`src/logic/lsp_defines.svh`:
```
// constants of the serial load port of the led display driver
`ifndef LSP_DEFINES_SVH
`define LSP_DEFINES_SVH

// ----------------------------------------------------------------------
// clock and timing
// ----------------------------------------------------------------------
`define LSP_CLK_HZ         200000000
`define LSP_CLK_NS         5
`define LSP_REFRESH_HZ     1000
`define LSP_BANKS          5
`define LSP_SLOT_CYCLES    (`LSP_CLK_HZ / (`LSP_REFRESH_HZ * `LSP_BANKS))
`define LSP_BLANK_NS       1000
`define LSP_BLANK_CYCLES   (`LSP_BLANK_NS / `LSP_CLK_NS)

// ----------------------------------------------------------------------
// register layout and reset values
// ----------------------------------------------------------------------
`define LSP_CFG_W          8
`define LSP_DISP_W         24
`define LSP_PHASE_W        5
`define LSP_PHASE_CFG      5'h08
`define LSP_PHASE_DISP     5'h00
`define LSP_PHASE_LAST     5'h17
`define LSP_SOFT_RST_BIT   0
`define LSP_CFG_RST        8'h00
`define LSP_DISP_RST       24'h000000
`define LSP_CHAIN_MAX      6

`endif

```
`src/logic/lsp_pkg.sv`:
```
// types and decode function of the serial load port
`default_nettype none
package lsp_pkg;

  typedef enum logic [0:0] {
    LSP_IDLE,
    LSP_SHIFT
  } lsp_port_t;

  typedef enum logic [1:0] {
    LSP_TGT_NONE,
    LSP_TGT_CFG,
    LSP_TGT_DISP
  } lsp_target_t;

  // stream length modulo 24 picks the target register
  function automatic lsp_target_t lsp_decode(input logic [4:0] phase,
                                             input logic       any);
    lsp_target_t t;
    t = LSP_TGT_NONE;
    if (any && phase == 5'h08) begin
      t = LSP_TGT_CFG;
    end else if (any && phase == 5'h00) begin
      t = LSP_TGT_DISP;
    end
    return t;
  endfunction

endpackage
`default_nettype wire

```
`src/logic/lsp_top.sv`:
```
// serial load port of a multiplexed led display driver
`timescale 1ns/1ps
`default_nettype none
`include "lsp_defines.svh"

module lsp_top
  import lsp_pkg::*;
#(
  parameter int unsigned SLOT_CYCLES = `LSP_SLOT_CYCLES
) (
  input  wire logic                   core_clk,     // 200 mhz core clock
  input  wire logic                   rstn,         // async reset, low
  input  wire logic                   sclk_pin,     // serial clock pin
  input  wire logic                   sdin_pin,     // serial data in pin
  input  wire logic                   enable_n_pin, // port enable, low
  output logic                        sdout_ff,     // serial data out
  output logic [`LSP_CFG_W-1:0]       cfg_ff,       // configuration
  output logic [`LSP_DISP_W-1:0]      disp_ff,      // display register
  output logic [4:0]                  bank_ff,      // cathode bank select
  output logic                        blank_ff      // display blanked
);

  // --------------------------------------------------------------------
  // reset release
  // --------------------------------------------------------------------
  logic rst_a_ff;
  logic rst_n_ff;

  always_ff @(posedge core_clk or negedge rstn) begin
    if (!rstn) begin
      rst_a_ff <= 1'b0;
      rst_n_ff <= 1'b0;
    end else begin
      rst_a_ff <= 1'b1;
      rst_n_ff <= rst_a_ff;
    end
  end

  // --------------------------------------------------------------------
  // pin synchronisers
  // --------------------------------------------------------------------
  logic sclk_a_ff;
  logic sclk_s_ff;
  logic sclk_d_ff;
  logic sdin_a_ff;
  logic sdin_s_ff;
  logic en_a_ff;
  logic en_s_ff;
  logic en_d_ff;

  // serial clock is only sampled, never used as a clock
  always_ff @(posedge core_clk or negedge rst_n_ff) begin
    if (!rst_n_ff) begin
      sclk_a_ff <= 1'b0;
      sclk_s_ff <= 1'b0;
      sclk_d_ff <= 1'b0;
      sdin_a_ff <= 1'b0;
      sdin_s_ff <= 1'b0;
      en_a_ff   <= 1'b1;
      en_s_ff   <= 1'b1;
      en_d_ff   <= 1'b1;
    end else begin
      sclk_a_ff <= sclk_pin;
      sclk_s_ff <= sclk_a_ff;
      sclk_d_ff <= sclk_s_ff;
      sdin_a_ff <= sdin_pin;
      sdin_s_ff <= sdin_a_ff;
      en_a_ff   <= enable_n_pin;
      en_s_ff   <= en_a_ff;
      en_d_ff   <= en_s_ff;
    end
  end

  logic sclk_rise;
  logic sclk_fall;
  logic en_rise;

  assign sclk_rise = sclk_s_ff & ~sclk_d_ff;
  assign sclk_fall = ~sclk_s_ff & sclk_d_ff;
  assign en_rise   = en_s_ff & ~en_d_ff;

  // --------------------------------------------------------------------
  // port state
  // --------------------------------------------------------------------
  lsp_port_t state_ff;
  lsp_port_t nxt_state;
  logic      act;

  assign act = (state_ff == LSP_SHIFT);

  always_comb begin
    nxt_state = state_ff;
    case (state_ff)
      LSP_IDLE: begin
        // enable low with clock low: port back in step
        if (!en_s_ff && !sclk_s_ff) begin
          nxt_state = LSP_SHIFT;
        end
      end
      LSP_SHIFT: begin
        if (en_s_ff) begin
          nxt_state = LSP_IDLE;
        end
      end
      default: begin
        nxt_state = LSP_IDLE;
      end
    endcase
  end

  always_ff @(posedge core_clk or negedge rst_n_ff) begin
    if (!rst_n_ff) begin
      state_ff <= LSP_IDLE;
    end else begin
      state_ff <= nxt_state;
    end
  end

  // --------------------------------------------------------------------
  // 24 stage shift register plus half stage on the output
  // --------------------------------------------------------------------
  logic [`LSP_DISP_W-1:0] shift_ff;

  // contents held while the serial clock stands still
  always_ff @(posedge core_clk or negedge rst_n_ff) begin
    if (!rst_n_ff) begin
      shift_ff <= `LSP_DISP_RST;
    end else if (act && sclk_rise) begin
      shift_ff <= {shift_ff[`LSP_DISP_W-2:0], sdin_s_ff};
    end
  end

  // half stage feeds the next device of a chain
  always_ff @(posedge core_clk or negedge rst_n_ff) begin
    if (!rst_n_ff) begin
      sdout_ff <= 1'b0;
    end else if (!act) begin
      sdout_ff <= 1'b0;
    end else if (sclk_fall) begin
      sdout_ff <= shift_ff[`LSP_DISP_W-1];
    end
  end

  // --------------------------------------------------------------------
  // stream length modulo 24
  // --------------------------------------------------------------------
  logic [`LSP_PHASE_W-1:0] phase_ff;
  logic                    any_ff;

  always_ff @(posedge core_clk or negedge rst_n_ff) begin
    if (!rst_n_ff) begin
      phase_ff <= `LSP_PHASE_DISP;
      any_ff   <= 1'b0;
    end else if (!act) begin
      phase_ff <= `LSP_PHASE_DISP;
      any_ff   <= 1'b0;
    end else if (sclk_rise) begin
      any_ff <= 1'b1;
      if (phase_ff == `LSP_PHASE_LAST) begin
        phase_ff <= `LSP_PHASE_DISP;
      end else begin
        phase_ff <= phase_ff + 5'h01;
      end
    end
  end

  // --------------------------------------------------------------------
  // register load on enable rise
  // --------------------------------------------------------------------
  lsp_target_t tgt;
  logic        load_ff;
  logic        soft_reset_control_bit;

  // target comes only from the length, no address in the stream
  assign tgt = lsp_decode(phase_ff, any_ff);
  assign soft_reset_control_bit = cfg_ff[`LSP_SOFT_RST_BIT];

  always_ff @(posedge core_clk or negedge rst_n_ff) begin
    if (!rst_n_ff) begin
      cfg_ff <= `LSP_CFG_RST;
    end else if (act && en_rise && tgt == LSP_TGT_CFG) begin
      cfg_ff <= shift_ff[`LSP_CFG_W-1:0];
    end
  end

  always_ff @(posedge core_clk or negedge rst_n_ff) begin
    if (!rst_n_ff) begin
      disp_ff <= `LSP_DISP_RST;
    end else if (act && en_rise) begin
      if (tgt == LSP_TGT_DISP) begin
        disp_ff <= shift_ff;
      end else if (tgt == LSP_TGT_CFG &&
                   !shift_ff[`LSP_SOFT_RST_BIT]) begin
        disp_ff <= `LSP_DISP_RST;
      end
    end
  end

  always_ff @(posedge core_clk or negedge rst_n_ff) begin
    if (!rst_n_ff) begin
      load_ff <= 1'b0;
    end else begin
      load_ff <= act && en_rise && tgt != LSP_TGT_NONE;
    end
  end

  // --------------------------------------------------------------------
  // bank scanner
  // --------------------------------------------------------------------
  lsp_scan #(
    .SLOT_CYCLES (SLOT_CYCLES)
  ) u_scan (
    .clk      (core_clk),
    .rst_n    (rst_n_ff),
    .load     (load_ff),
    .run      (soft_reset_control_bit),
    .bank_ff  (bank_ff),
    .blank_ff (blank_ff)
  );
endmodule // lsp_top
`default_nettype wire

```
`src/logic/lsp_scan.sv`:
```
// cathode bank scanner with blanking after each register load
`timescale 1ns/1ps
`default_nettype none
`include "lsp_defines.svh"

module lsp_scan #(
  parameter int unsigned SLOT_CYCLES = `LSP_SLOT_CYCLES
) (
  input  wire logic       clk,       // core clock
  input  wire logic       rst_n,     // synchronised reset, active low
  input  wire logic       load,      // one-cycle register load pulse
  input  wire logic       run,       // scanning allowed
  output logic [4:0]      bank_ff,   // one-hot cathode bank select
  output logic            blank_ff   // display blanked
);

  localparam logic [15:0] SLOT_LAST  = 16'(SLOT_CYCLES - 1);
  localparam logic [15:0] BLANK_LAST = 16'(`LSP_BLANK_CYCLES - 1);

  logic [15:0] slot_ff;
  logic [15:0] blank_cnt_ff;
  logic        blanking_ff;

  // --------------------------------------------------------------------
  // slot timer and bank rotation
  // --------------------------------------------------------------------
  always_ff @(posedge clk or negedge rst_n) begin
    if (!rst_n) begin
      slot_ff <= 16'h0000;
      bank_ff <= 5'h01;
    end else if (!run) begin
      slot_ff <= 16'h0000;
      bank_ff <= 5'h01;
    end else if (slot_ff == SLOT_LAST) begin
      slot_ff <= 16'h0000;
      bank_ff <= {bank_ff[3:0], bank_ff[4]};
    end else begin
      slot_ff <= slot_ff + 16'h0001;
    end
  end

  // --------------------------------------------------------------------
  // blanking interval
  // --------------------------------------------------------------------
  always_ff @(posedge clk or negedge rst_n) begin
    if (!rst_n) begin
      blanking_ff  <= 1'b0;
      blank_cnt_ff <= 16'h0000;
    end else if (load) begin
      blanking_ff  <= 1'b1;
      blank_cnt_ff <= 16'h0000;
    end else if (blanking_ff) begin
      if (blank_cnt_ff == BLANK_LAST) begin
        blanking_ff <= 1'b0;
      end
      blank_cnt_ff <= blank_cnt_ff + 16'h0001;
    end
  end

  always_ff @(posedge clk or negedge rst_n) begin
    if (!rst_n) begin
      blank_ff <= 1'b1;
    end else begin
      blank_ff <= load | blanking_ff | !run;
    end
  end
endmodule // lsp_scan
`default_nettype wire

```
`config.mk`:
```
export PLATFORM = sky130hd
export DESIGN_NAME = lsp_top
export DESIGN_NICKNAME = d
export VERILOG_FILES = /design/src/logic/lsp_pkg.sv /design/src/logic/lsp_top.sv /design/src/logic/lsp_scan.sv
export VERILOG_INCLUDE_DIRS = /design/src /design/src/logic
export SDC_FILE = /design/constraint.sdc
export NUM_CORES = 1
export LEC_CHECK = 0
export ABC_AREA = 1
export CELL_PAD_IN_SITES_DETAIL_PLACEMENT = 0
export CELL_PAD_IN_SITES_GLOBAL_PLACEMENT = 1
export CORE_MARGIN = 8
export CORE_UTILIZATION = 45
export CTS_CLUSTER_SIZE = 16
export DETAILED_ROUTE_END_ITERATION = 12
export DONT_BUFFER_PORTS = 1
export GPL_TIMING_DRIVEN = 1
export PLACE_DENSITY = 0.85
export RECOVER_POWER = 25
export SYNTH_ARGS = -nofsm -noshare
export SYNTH_HDL_FRONTEND = slang
export SYNTH_SLANG_ARGS = --single-unit
export TNS_END_PERCENT = 100
```
`constraint.sdc`:
```
create_clock -name core_clk -period 7.93 [get_ports core_clk]
set_input_delay 0.793 -clock core_clk [delete_from_list [all_inputs] [get_ports core_clk]]
set_output_delay 0.793 -clock core_clk [all_outputs]
set_load 0.02 [all_outputs]
```
==> out/metrics.cfg, run 1 <==
[run_status]
status=complete, but fails checks
violations=max-capacitance violations, max-slew violations

[place]
portBuffers=0
place_congestion=0.794
dp_hpwl_um=6470
place_inst=689

[critical_path]
arrival_ns=2.81
rr_startpoint=sclk_s_ff
reg2reg_depth=6
worst-setup-path-type=reg -> reg
endpoint_kind=register
cp.required_ns=8.30
cp_slowest_cell=nand2_1
reg2reg_to=phase_ff[4]
startpoint=sclk_s_ff
critPathMaxFanout=35
regToRegSetupSlack_ns=5.49
crit_path_end=phase_ff[4]
crit_chain=inv_1 -> nor2_1 -> nand2_1 -> clkinv_1 -> o21ai_0 -> o22ai_1
max_stage_delay_ns=0.75
start_kind=register

[cts]
insertion_delay_ns=0.51
cts-root-buf=clkbuf_8
cts_max_path_buffers=2
tritoncts=done
path_clk_slew_ns=0.06
post_cts_buffers=0
cts.sinks=114
h-tree-depth=4
numCtsBuffers=17

[global_route]
grt_use_total_pct=14.6
grt_overflow=0
grt_start_max_net_pins=71
grt_antenna_before_repair=0
grt_pass1_wl_um=17100
grt_pass1_vias=3640

[sta]
tns_ns=0
fin_crit_ns=2.44
relSlewSlack_pct=-9.58
hold_ws_ns=0.272
period_share_pct=30.8
slew_viol_final=44
final_hold_viol_count=0
rsz0062_at_grt=false
fmax_mhz=410
worst_clock_skew_ns=0.0132
tightest_slew_ns=1.64
setup_violations=0

[synth]
synth_nets=571
yosysWarnings=0
synth_area_per_cell_um2=8.68
synthDistinctLibCells=34
seq_area_frac_synth_pct=58.6
ys_seq_elements=114
synth_area_um2=4880
synth_cells=562

[final_layout]
n_fill_cell=1017
syn_to_final_growth_pct=14.9
antennaDiodeCount=0
utilization_pct=52.4
drive_gt1_share_pct=9.11
finalNonFillerCells=722
final_cell_mix=nand2_1, dfrtp_1, nor2_1
num-nets-final=578
final_common_cell=nand2_1

[floorplanning]
io-pin-count=44
die_x_um=120
rows=38
core_region_area_um2=10700
dieHeight_um=120
start_util_pct=45.6
dieArea_um2=14400

[power_and_ir_drop]
leakagePower_nw=2.75
peakVddDrop_mv=0.124
power_density_nw_per_um2=268

[route]
wire_per_inst_um=13.5
routed_wirelength_um=9710
final_antenna_net_count=0
drcViolationCount=0
drtIter0Drc=193
dr.pass1.iters=4
via_per_inst=4.92
vias=3552

[worst_hold_path]
hold_path_class=in -> reg

[flow_run]
drv_cap=1

critical path, delay by kind of cell (launching register included):
family	cells	cell delay, ns
flip-flops	1	0.37
AO/OA/AOI/OAI	2	0.32
AND/OR/NAND/NOR	2	0.80
buffers and inverters	2	0.79
metal layers:
metal	routed length, µm	track usage (%)
met1	4470	17.6
met2	4530	23.2
met3	599	5.45
met4	118	5.85
met5	0	0
metrics by stage:
stage / setup slack [ns] / power [mW] / area, µm²
floorplan: 4.53 / 0.693 / 4880
global placement: 5.93 / 0.711 / 4970
detailed placement: 5.88 / 0.715 / 4970
CTS: 5.88 / 1.52 / 5610
global route: 5.05 / 1.56 / 5600
finish: 5.49 / 1.50 / 5600
repair_timing:
| item | in CTS | in global routing |
|---|---|---|
| hold buffers | 1 | 0 |
| endpoints found under the hold margin | 2 | 0 |
| resized for setup | 0 | 0 |
power by group:
| part | switching (mW) | internal, mW | total [mW] |
|---|---|---|---|
| sequential | 0.0277 | 0.608 | 0.636 |
| combinational | 0.0444 | 0.0229 | 0.0673 |
| clock | 0.272 | 0.528 | 0.799 |
how the worst min path moves through the flow:
| stage | start | to | slack [ns] | cells past startpoint |
|---|---|---|---|---|
| 2_1_floorplan | rst_a_ff | rst_n_ff | 0.33 | 0 |
| 3_3_place_gp | rst_n_ff | disp_ff[19] | 0.33 | 0 |
| 3_5_place_dp | rst_n_ff | disp_ff[18] | 0.33 | 0 |
| 4_1_cts | enable_n_pin | en_a_ff | 0.25 | 0 |
| 5_1_grt | enable_n_pin | en_a_ff | 0.25 | 0 |
| 6_report | enable_n_pin | en_a_ff | 0.27 | 0 |
final cells by class:
cell class,count,area [µm²],area share (%)
inverters,53,201,3.60
well taps,140,175,3.13
clock inverters,12,181,3.24
repair buffers,3,25.0,0.447
flip-flops and latches,114,2860,51.1
multi-input cells,380,1710,30.6
clock buffers,20,445,7.95
Yosys cell counts (all sizes together):
cell    instances  area, µm²
nor3            5       35.0
and2            1       6.26
nor2           70        278
o21ai          32        160
o22ai           2       12.5
xnor2           3       26.3
nand2         183        697
ha              4       50.1
conb            1       3.75
nor3b           1       7.51
clkbuf          4       15.0
nor4            1       6.26
dfrtp         109       2730
a211oi          1       7.51
a31oi           1       6.26
o21bai          2       15.0
buf            11       82.6
o32ai           1       8.76
clkinv          1       3.75
xor2            4       35.0
dfstp           5        131
nand3          48        240
inv            52        198
a21oi          12       71.3
nand4           7       43.8
o21a            1       7.51
cell families after synthesis:
logic type | share of synthesized area, %
flops | 58.6
other cells | 0.0769
xor+xnor | 1.26
compound gates | 5.93
fa+ha+maj | 1.03
simple gates | 26.9
buf+inv | 6.13
registers in the layout, summed over array words and instances (netlist names), 5 cells and up:
register             count
cfg_ff                   8
disp_ff                 24
phase_ff                 5
shift_ff                24
u_scan.bank_ff           5
u_scan.blank_cnt_ff     16
u_scan.slot_ff          16
Note: power is estimated with default switching activity, not from simulation.
==> run 2: changes to the inputs <==
--- a/config.mk
+++ b/config.mk
@@ -10,7 +10,7 @@
 export CELL_PAD_IN_SITES_DETAIL_PLACEMENT = 0
 export CELL_PAD_IN_SITES_GLOBAL_PLACEMENT = 1
 export CORE_MARGIN = 8
-export CORE_UTILIZATION = 45
+export CORE_UTILIZATION = 43
 export CTS_CLUSTER_SIZE = 16
 export DETAILED_ROUTE_END_ITERATION = 12
 export DONT_BUFFER_PORTS = 1
==> constraint.sdc (replaced) <==
create_clock -name core_clk -period 1.96 [get_ports core_clk]
set_input_delay 0.196 -clock core_clk [delete_from_list [all_inputs] [get_ports core_clk]]
set_output_delay 0.196 -clock core_clk [all_outputs]
set_load 0.02 [all_outputs]
==> out/metrics.cfg, run 2 (same netlist as run 1, synthesis figures left out) <==
[route]
routed_wirelength_um=10400  ; +7.2%
vias=3668  ; +3.3%
dr.pass1.iters=7  ; +3
drtIter0Drc=227  ; +18%
drcViolationCount=0  ; unchanged
wire_per_inst_um=14.2  ; +5.5%
via_per_inst=5.00  ; +1.6%
final_antenna_net_count=0  ; unchanged

[power_and_ir_drop]
total_power_mw=6.15  ; +310%
peakVddDrop_mv=0.665  ; +440%
power_density_nw_per_um2=1070  ; +300%
leakagePower_nw=2.82  ; +2.7%

[floorplanning]
die_x_um=122  ; +2.0%
rows=39  ; +2.6%
dieHeight_um=122  ; +2.0%
dieArea_um2=15000  ; +4.0%
start_util_pct=43.4  ; -2.1 points
core_region_area_um2=11200  ; +4.9%
io-pin-count=44  ; unchanged

[cts]
h-tree-depth=4  ; unchanged
cts_max_path_buffers=2  ; unchanged
tritoncts=done
path_clk_slew_ns=0.05  ; about the same
numCtsBuffers=17  ; unchanged
insertion_delay_ns=0.42  ; -0.09 ns
cts-root-buf=clkbuf_16
cts.sinks=114  ; unchanged

[place]
portBuffers=0  ; unchanged
dp_hpwl_um=6920  ; +7.0%
place_congestion=0.789  ; -0.63%

[run_status]
status=finished clean

[final_layout]
final_common_cell=nand2_1
num-nets-final=588  ; +1.7%
syn_to_final_growth_pct=17.4
drive_gt1_share_pct=10.2  ; +1.0 points
top_regs=disp_ff (24), shift_ff (24)
final_cell_mix=nand2_1, dfrtp_1, nor2_1
antennaDiodeCount=0  ; unchanged

[worst_hold_path]
hold_path_class=in -> reg

[global_route]
grt_antenna_before_repair=0  ; unchanged
grt_overflow=0  ; unchanged
grt_start_max_net_pins=53  ; -25%
grt_use_total_pct=15.1  ; +0.59 points
grt_pass1_vias=3636  ; -0.11%
grt_pass1_wl_um=17600  ; +3.3%

[sta]
worst_clock_skew_ns=0.00547  ; -0.00772 ns
tns_ns=0  ; unchanged
rsz0062_at_grt=false
final_hold_viol_count=0  ; unchanged
setup_violations=0  ; unchanged
period_share_pct=85.9  ; +55 points
slew_viol_final=0  ; -100%
fmax_mhz=594  ; +45%
fin_crit_ns=1.68  ; -0.756 ns
tightest_slew_ns=1.39  ; -0.258 ns
relSlewSlack_pct=7.61  ; +17 points

[flow_run]
drv_cap=0  ; -1

[critical_path]
cp.required_ns=2.26  ; -6.04 ns
start_kind=register
arrival_ns=1.98  ; -0.83 ns
worst-setup-path-type=reg -> reg
critPathMaxFanout=23  ; -34%
endpoint_kind=register
regToRegSetupSlack_ns=0.28  ; -5.21 ns

## run 2: metrics by stage
| step | instance area, µm² | std cells | utilization (%) | hold WS (ns) | setup slack (ns) |
|---|---|---|---|---|---|
| 2_1_floorplan | 4880 | 562 | - | -0.0996 | 0.0592 |
| 3_3_place_gp | 5050 | 698 | 45.0 | -0.0995 | 0.400 |
| 3_5_place_dp | 5050 | 698 | 45.0 | -0.0995 | 0.320 |
| 4_1_cts | 5730 | 734 | 51.1 | 0.302 | 0.292 |
| 5_1_grt | 5730 | 734 | 51.0 | 0.321 | 0.188 |
| 6_report | 5730 | 734 | 51.0 | 0.332 | 0.276 |
## run 2: worst max-delay path: stages (launching register included)
cell,delay (ns)
dfrtp_1,0.39
inv_1,0.10
ha_1,0.17
nand2_1,0.07
nor2_2,0.11
nand2_2,0.08
a21oi_4,0.27
inv_4,0.18
nand2_1,0.11
nand2_1,0.07
## run 2: power breakdown
group / internal, mW / switching [mW]
combinational: 0.106 / 0.191
clock: 2.24 / 1.04
sequential: 2.46 / 0.113
total: 4.81 / 1.34
## run 2: worst paths after layout
check | depth (start not counted) | end | start
worst max-delay path | 9 | disp_ff[7] | phase_ff[0]
worst min-delay path | 1 | en_a_ff | enable_n_pin
worst max register to register | 9 | disp_ff[7] | phase_ff[0]
worst min register to register | 0 | sclk_s_ff | sclk_a_ff
max in group asynchronous | 1 | shift_ff[14] | rst_n_ff
min in group asynchronous | 2 | rst_n_ff | rstn
## run 2: layout make-up
cell class / count / area (µm²)
fill: 1008 / 5500
sequential: 114 / 2860
multi-input combinational: 380 / 1720
clock buffer: 21 / 480
inverter: 53 / 201
tap: 143 / 179
clock inverter: 10 / 155
timing repair buffer: 13 / 135
## run 2: per-layer routing
| metal | vias to the layer above | wire length (µm) | GRT usage [%] |
|---|---|---|---|
| li1 | 1808 | - | - |
| met1 | 1780 | 4650 | 18.0 |
| met2 | 64 | 5010 | 23.8 |
| met3 | 16 | 572 | 5.38 |
| met4 | 0 | 183 | 8.00 |
| met5 | - | 0 | 0 |
## run 2: what timing repair did
action,CTS,global route
hold buffers,5,0
endpoints found under the hold margin,5,0
buffers inserted,0,0
resized for setup,0,0
==> run 3: changes to the inputs <==
--- a/config.mk
+++ b/config.mk
@@ -17,6 +17,7 @@
 export GPL_TIMING_DRIVEN = 1
 export PLACE_DENSITY = 0.85
 export RECOVER_POWER = 25
+export SETUP_SLACK_MARGIN = 0.3
 export SYNTH_ARGS = -nofsm -noshare
 export SYNTH_HDL_FRONTEND = slang
 export SYNTH_SLANG_ARGS = --single-unit
==> out/metrics.cfg, run 3 (same netlist as run 1, synthesis figures left out) <==
[run_status]
status=finished clean

[cts]
tritoncts=done
cts_max_path_buffers=2  ; unchanged
h-tree-depth=4  ; unchanged
insertion_delay_ns=0.42  ; about the same
numCtsBuffers=17  ; unchanged
cts.sinks=114  ; unchanged
path_clk_slew_ns=0.06  ; about the same
cts-root-buf=clkbuf_16

[critical_path]
critPathMaxFanout=6  ; -74%
reg2reg_to=u_scan.blank_cnt_ff[9]
start_kind=register
regToRegSetupSlack_ns=0.38  ; +0.11 ns
crit_chain=nor2_1 -> inv_1 -> nand2_1 -> inv_1 -> and2_1 -> nand2_1 -> nand2_1 -> nor2_1
arrival_ns=1.92  ; -0.06 ns
cp_slowest_cell=dfrtp_1
reg2reg_depth=8  ; -1
max_stage_delay_ns=0.44  ; +0.05 ns
rr_startpoint=load_ff
endpoint_kind=register
crit_top_cell=nand2_1
cp.required_ns=2.31  ; +0.05 ns
worst-setup-path-type=reg -> reg

[worst_hold_path]
hold_path_end=en_a_ff
worstHoldStart=enable_n_pin
whs_path_depth=1  ; unchanged
hold_path_class=in -> reg

[final_layout]
drive_gt1_share_pct=11.6  ; +1.4 points
syn_to_final_growth_pct=17.8
final_cell_mix=nand2_1, dfrtp_1, nor2_1
antennaDiodeCount=0  ; unchanged
num-nets-final=592  ; +0.68%
finalNonFillerCells=739  ; +0.68%
final_common_cell=nand2_1
top_regs=disp_ff (24), shift_ff (24)

[route]
routed_wirelength_um=10300  ; -1.2%
dr.pass1.iters=4  ; -3
drtIter0Drc=236  ; +4.0%
drcViolationCount=0  ; unchanged
via_per_inst=4.96  ; -0.78%
final_antenna_net_count=0  ; unchanged
vias=3664  ; -0.11%
wire_per_inst_um=13.9  ; -1.8%

[global_route]
grt_use_total_pct=15.0  ; -0.18 points
grt_start_max_net_pins=113  ; +110%
grt_overflow=0  ; unchanged
grt_pass1_wl_um=17600  ; -0.39%
grt_antenna_before_repair=0  ; unchanged
grt_pass1_vias=3636  ; unchanged

[place]
place_inst=696  ; -0.29%
portBuffers=0  ; unchanged
place_congestion=0.826  ; +4.6%
dp_hpwl_um=6640  ; -4.1%

[sta]
tightest_slew_ns=0.658  ; -0.728 ns
setup_violations=0  ; unchanged
fin_crit_ns=1.58  ; -0.107 ns
worst_clock_skew_ns=0.00980  ; +0.00433 ns
rsz0062_at_grt=false
final_hold_viol_count=0  ; unchanged
fmax_mhz=634  ; +6.8%
relSlewSlack_pct=55.7  ; +48 points
period_share_pct=80.5  ; -5.4 points
tns_ns=0  ; unchanged
slew_viol_final=0  ; unchanged

[floorplanning]
start_util_pct=43.4  ; unchanged
die_x_um=122  ; unchanged
dieHeight_um=122  ; unchanged
io-pin-count=44  ; unchanged
core_region_area_um2=11200  ; unchanged
rows=39  ; unchanged
dieArea_um2=15000  ; unchanged

[power_and_ir_drop]
power_density_nw_per_um2=1000  ; -6.6%
peakVddDrop_mv=0.666  ; +0.29%
leakagePower_nw=2.81  ; -0.50%

[flow_run]
drv_cap=0  ; unchanged

-- run 3: cell count changes in the layout (fill, tap and decap cells not counted), sizes merged --
cell      delta
clkbuf       -2
buf          +3
inv          +4
clkinvlp     +2
clkinv       +1
bufinv       -3
-- run 3: final cells by class --
class                      instances  area, µm²
sequential                       114       2860
clock buffer                      18        439
inverter                          53        204
timing repair buffer              17        195
clock inverter                    14        128
fill                            1040       5480
tap                              143        179
multi-input combinational        380       1740
-- run 3: layer usage --
metal,wire (µm),global-route usage (%),up-vias
li1,-,-,1814
met1,4590,17.5,1772
met2,4910,23.4,57
met3,580,5.89,21
met4,214,8.00,0
met5,0,0,-
-- run 3: worst max path at each step --
stage / startpoint / to
6_report: load_ff / u_scan.blank_cnt_ff[9]
5_1_grt: load_ff / u_scan.blank_cnt_ff[9]
4_1_cts: phase_ff[0] / disp_ff[22]
3_5_place_dp: phase_ff[0] / disp_ff[18]
3_3_place_gp: phase_ff[0] / disp_ff[20]
2_1_floorplan: phase_ff[0] / disp_ff[10]
-- run 3: per-stage QoR --
stage	hold WS [ns]	instance area (µm²)	worst slack, ns	power, mW	util, %
after floorplan	-0.0996	4880	0.480	2.80	-
after global placement	-0.0995	5030	0.382	2.88	44.8
after detailed placement	-0.0995	5030	0.324	2.90	44.8
after CTS	0.315	5650	0.304	5.83	50.3
after global routing	0.320	5740	0.153	6.02	51.2
final	0.332	5740	0.383	5.77	51.2
-- run 3: repair_timing --
item | 4_1_cts | 5_1_grt
setup buffers | 0 | 5
setup endpoints to repair | 0 | 35
hold endpoints to repair | 5 | 0
hold buffers | 5 | 0
gates resized for setup | 0 | 7
-- run 3: critical path: cells and delay by family (launching register included) --
kind / cells / cell delay (ns)
buffers and inverters: 2 / 0.25
flip-flops: 1 / 0.44
AND/OR/NAND/NOR: 6 / 0.82
-- run 3: power breakdown --
group | leakage, nW | switching (mW) | internal (mW)
Combinational | 1.00 | 0.201 | 0.106
Sequential | 1.54 | 0.0938 | 2.46
Clock | 0.269 | 1.12 | 1.78
Total | 2.81 | 1.42 | 4.35
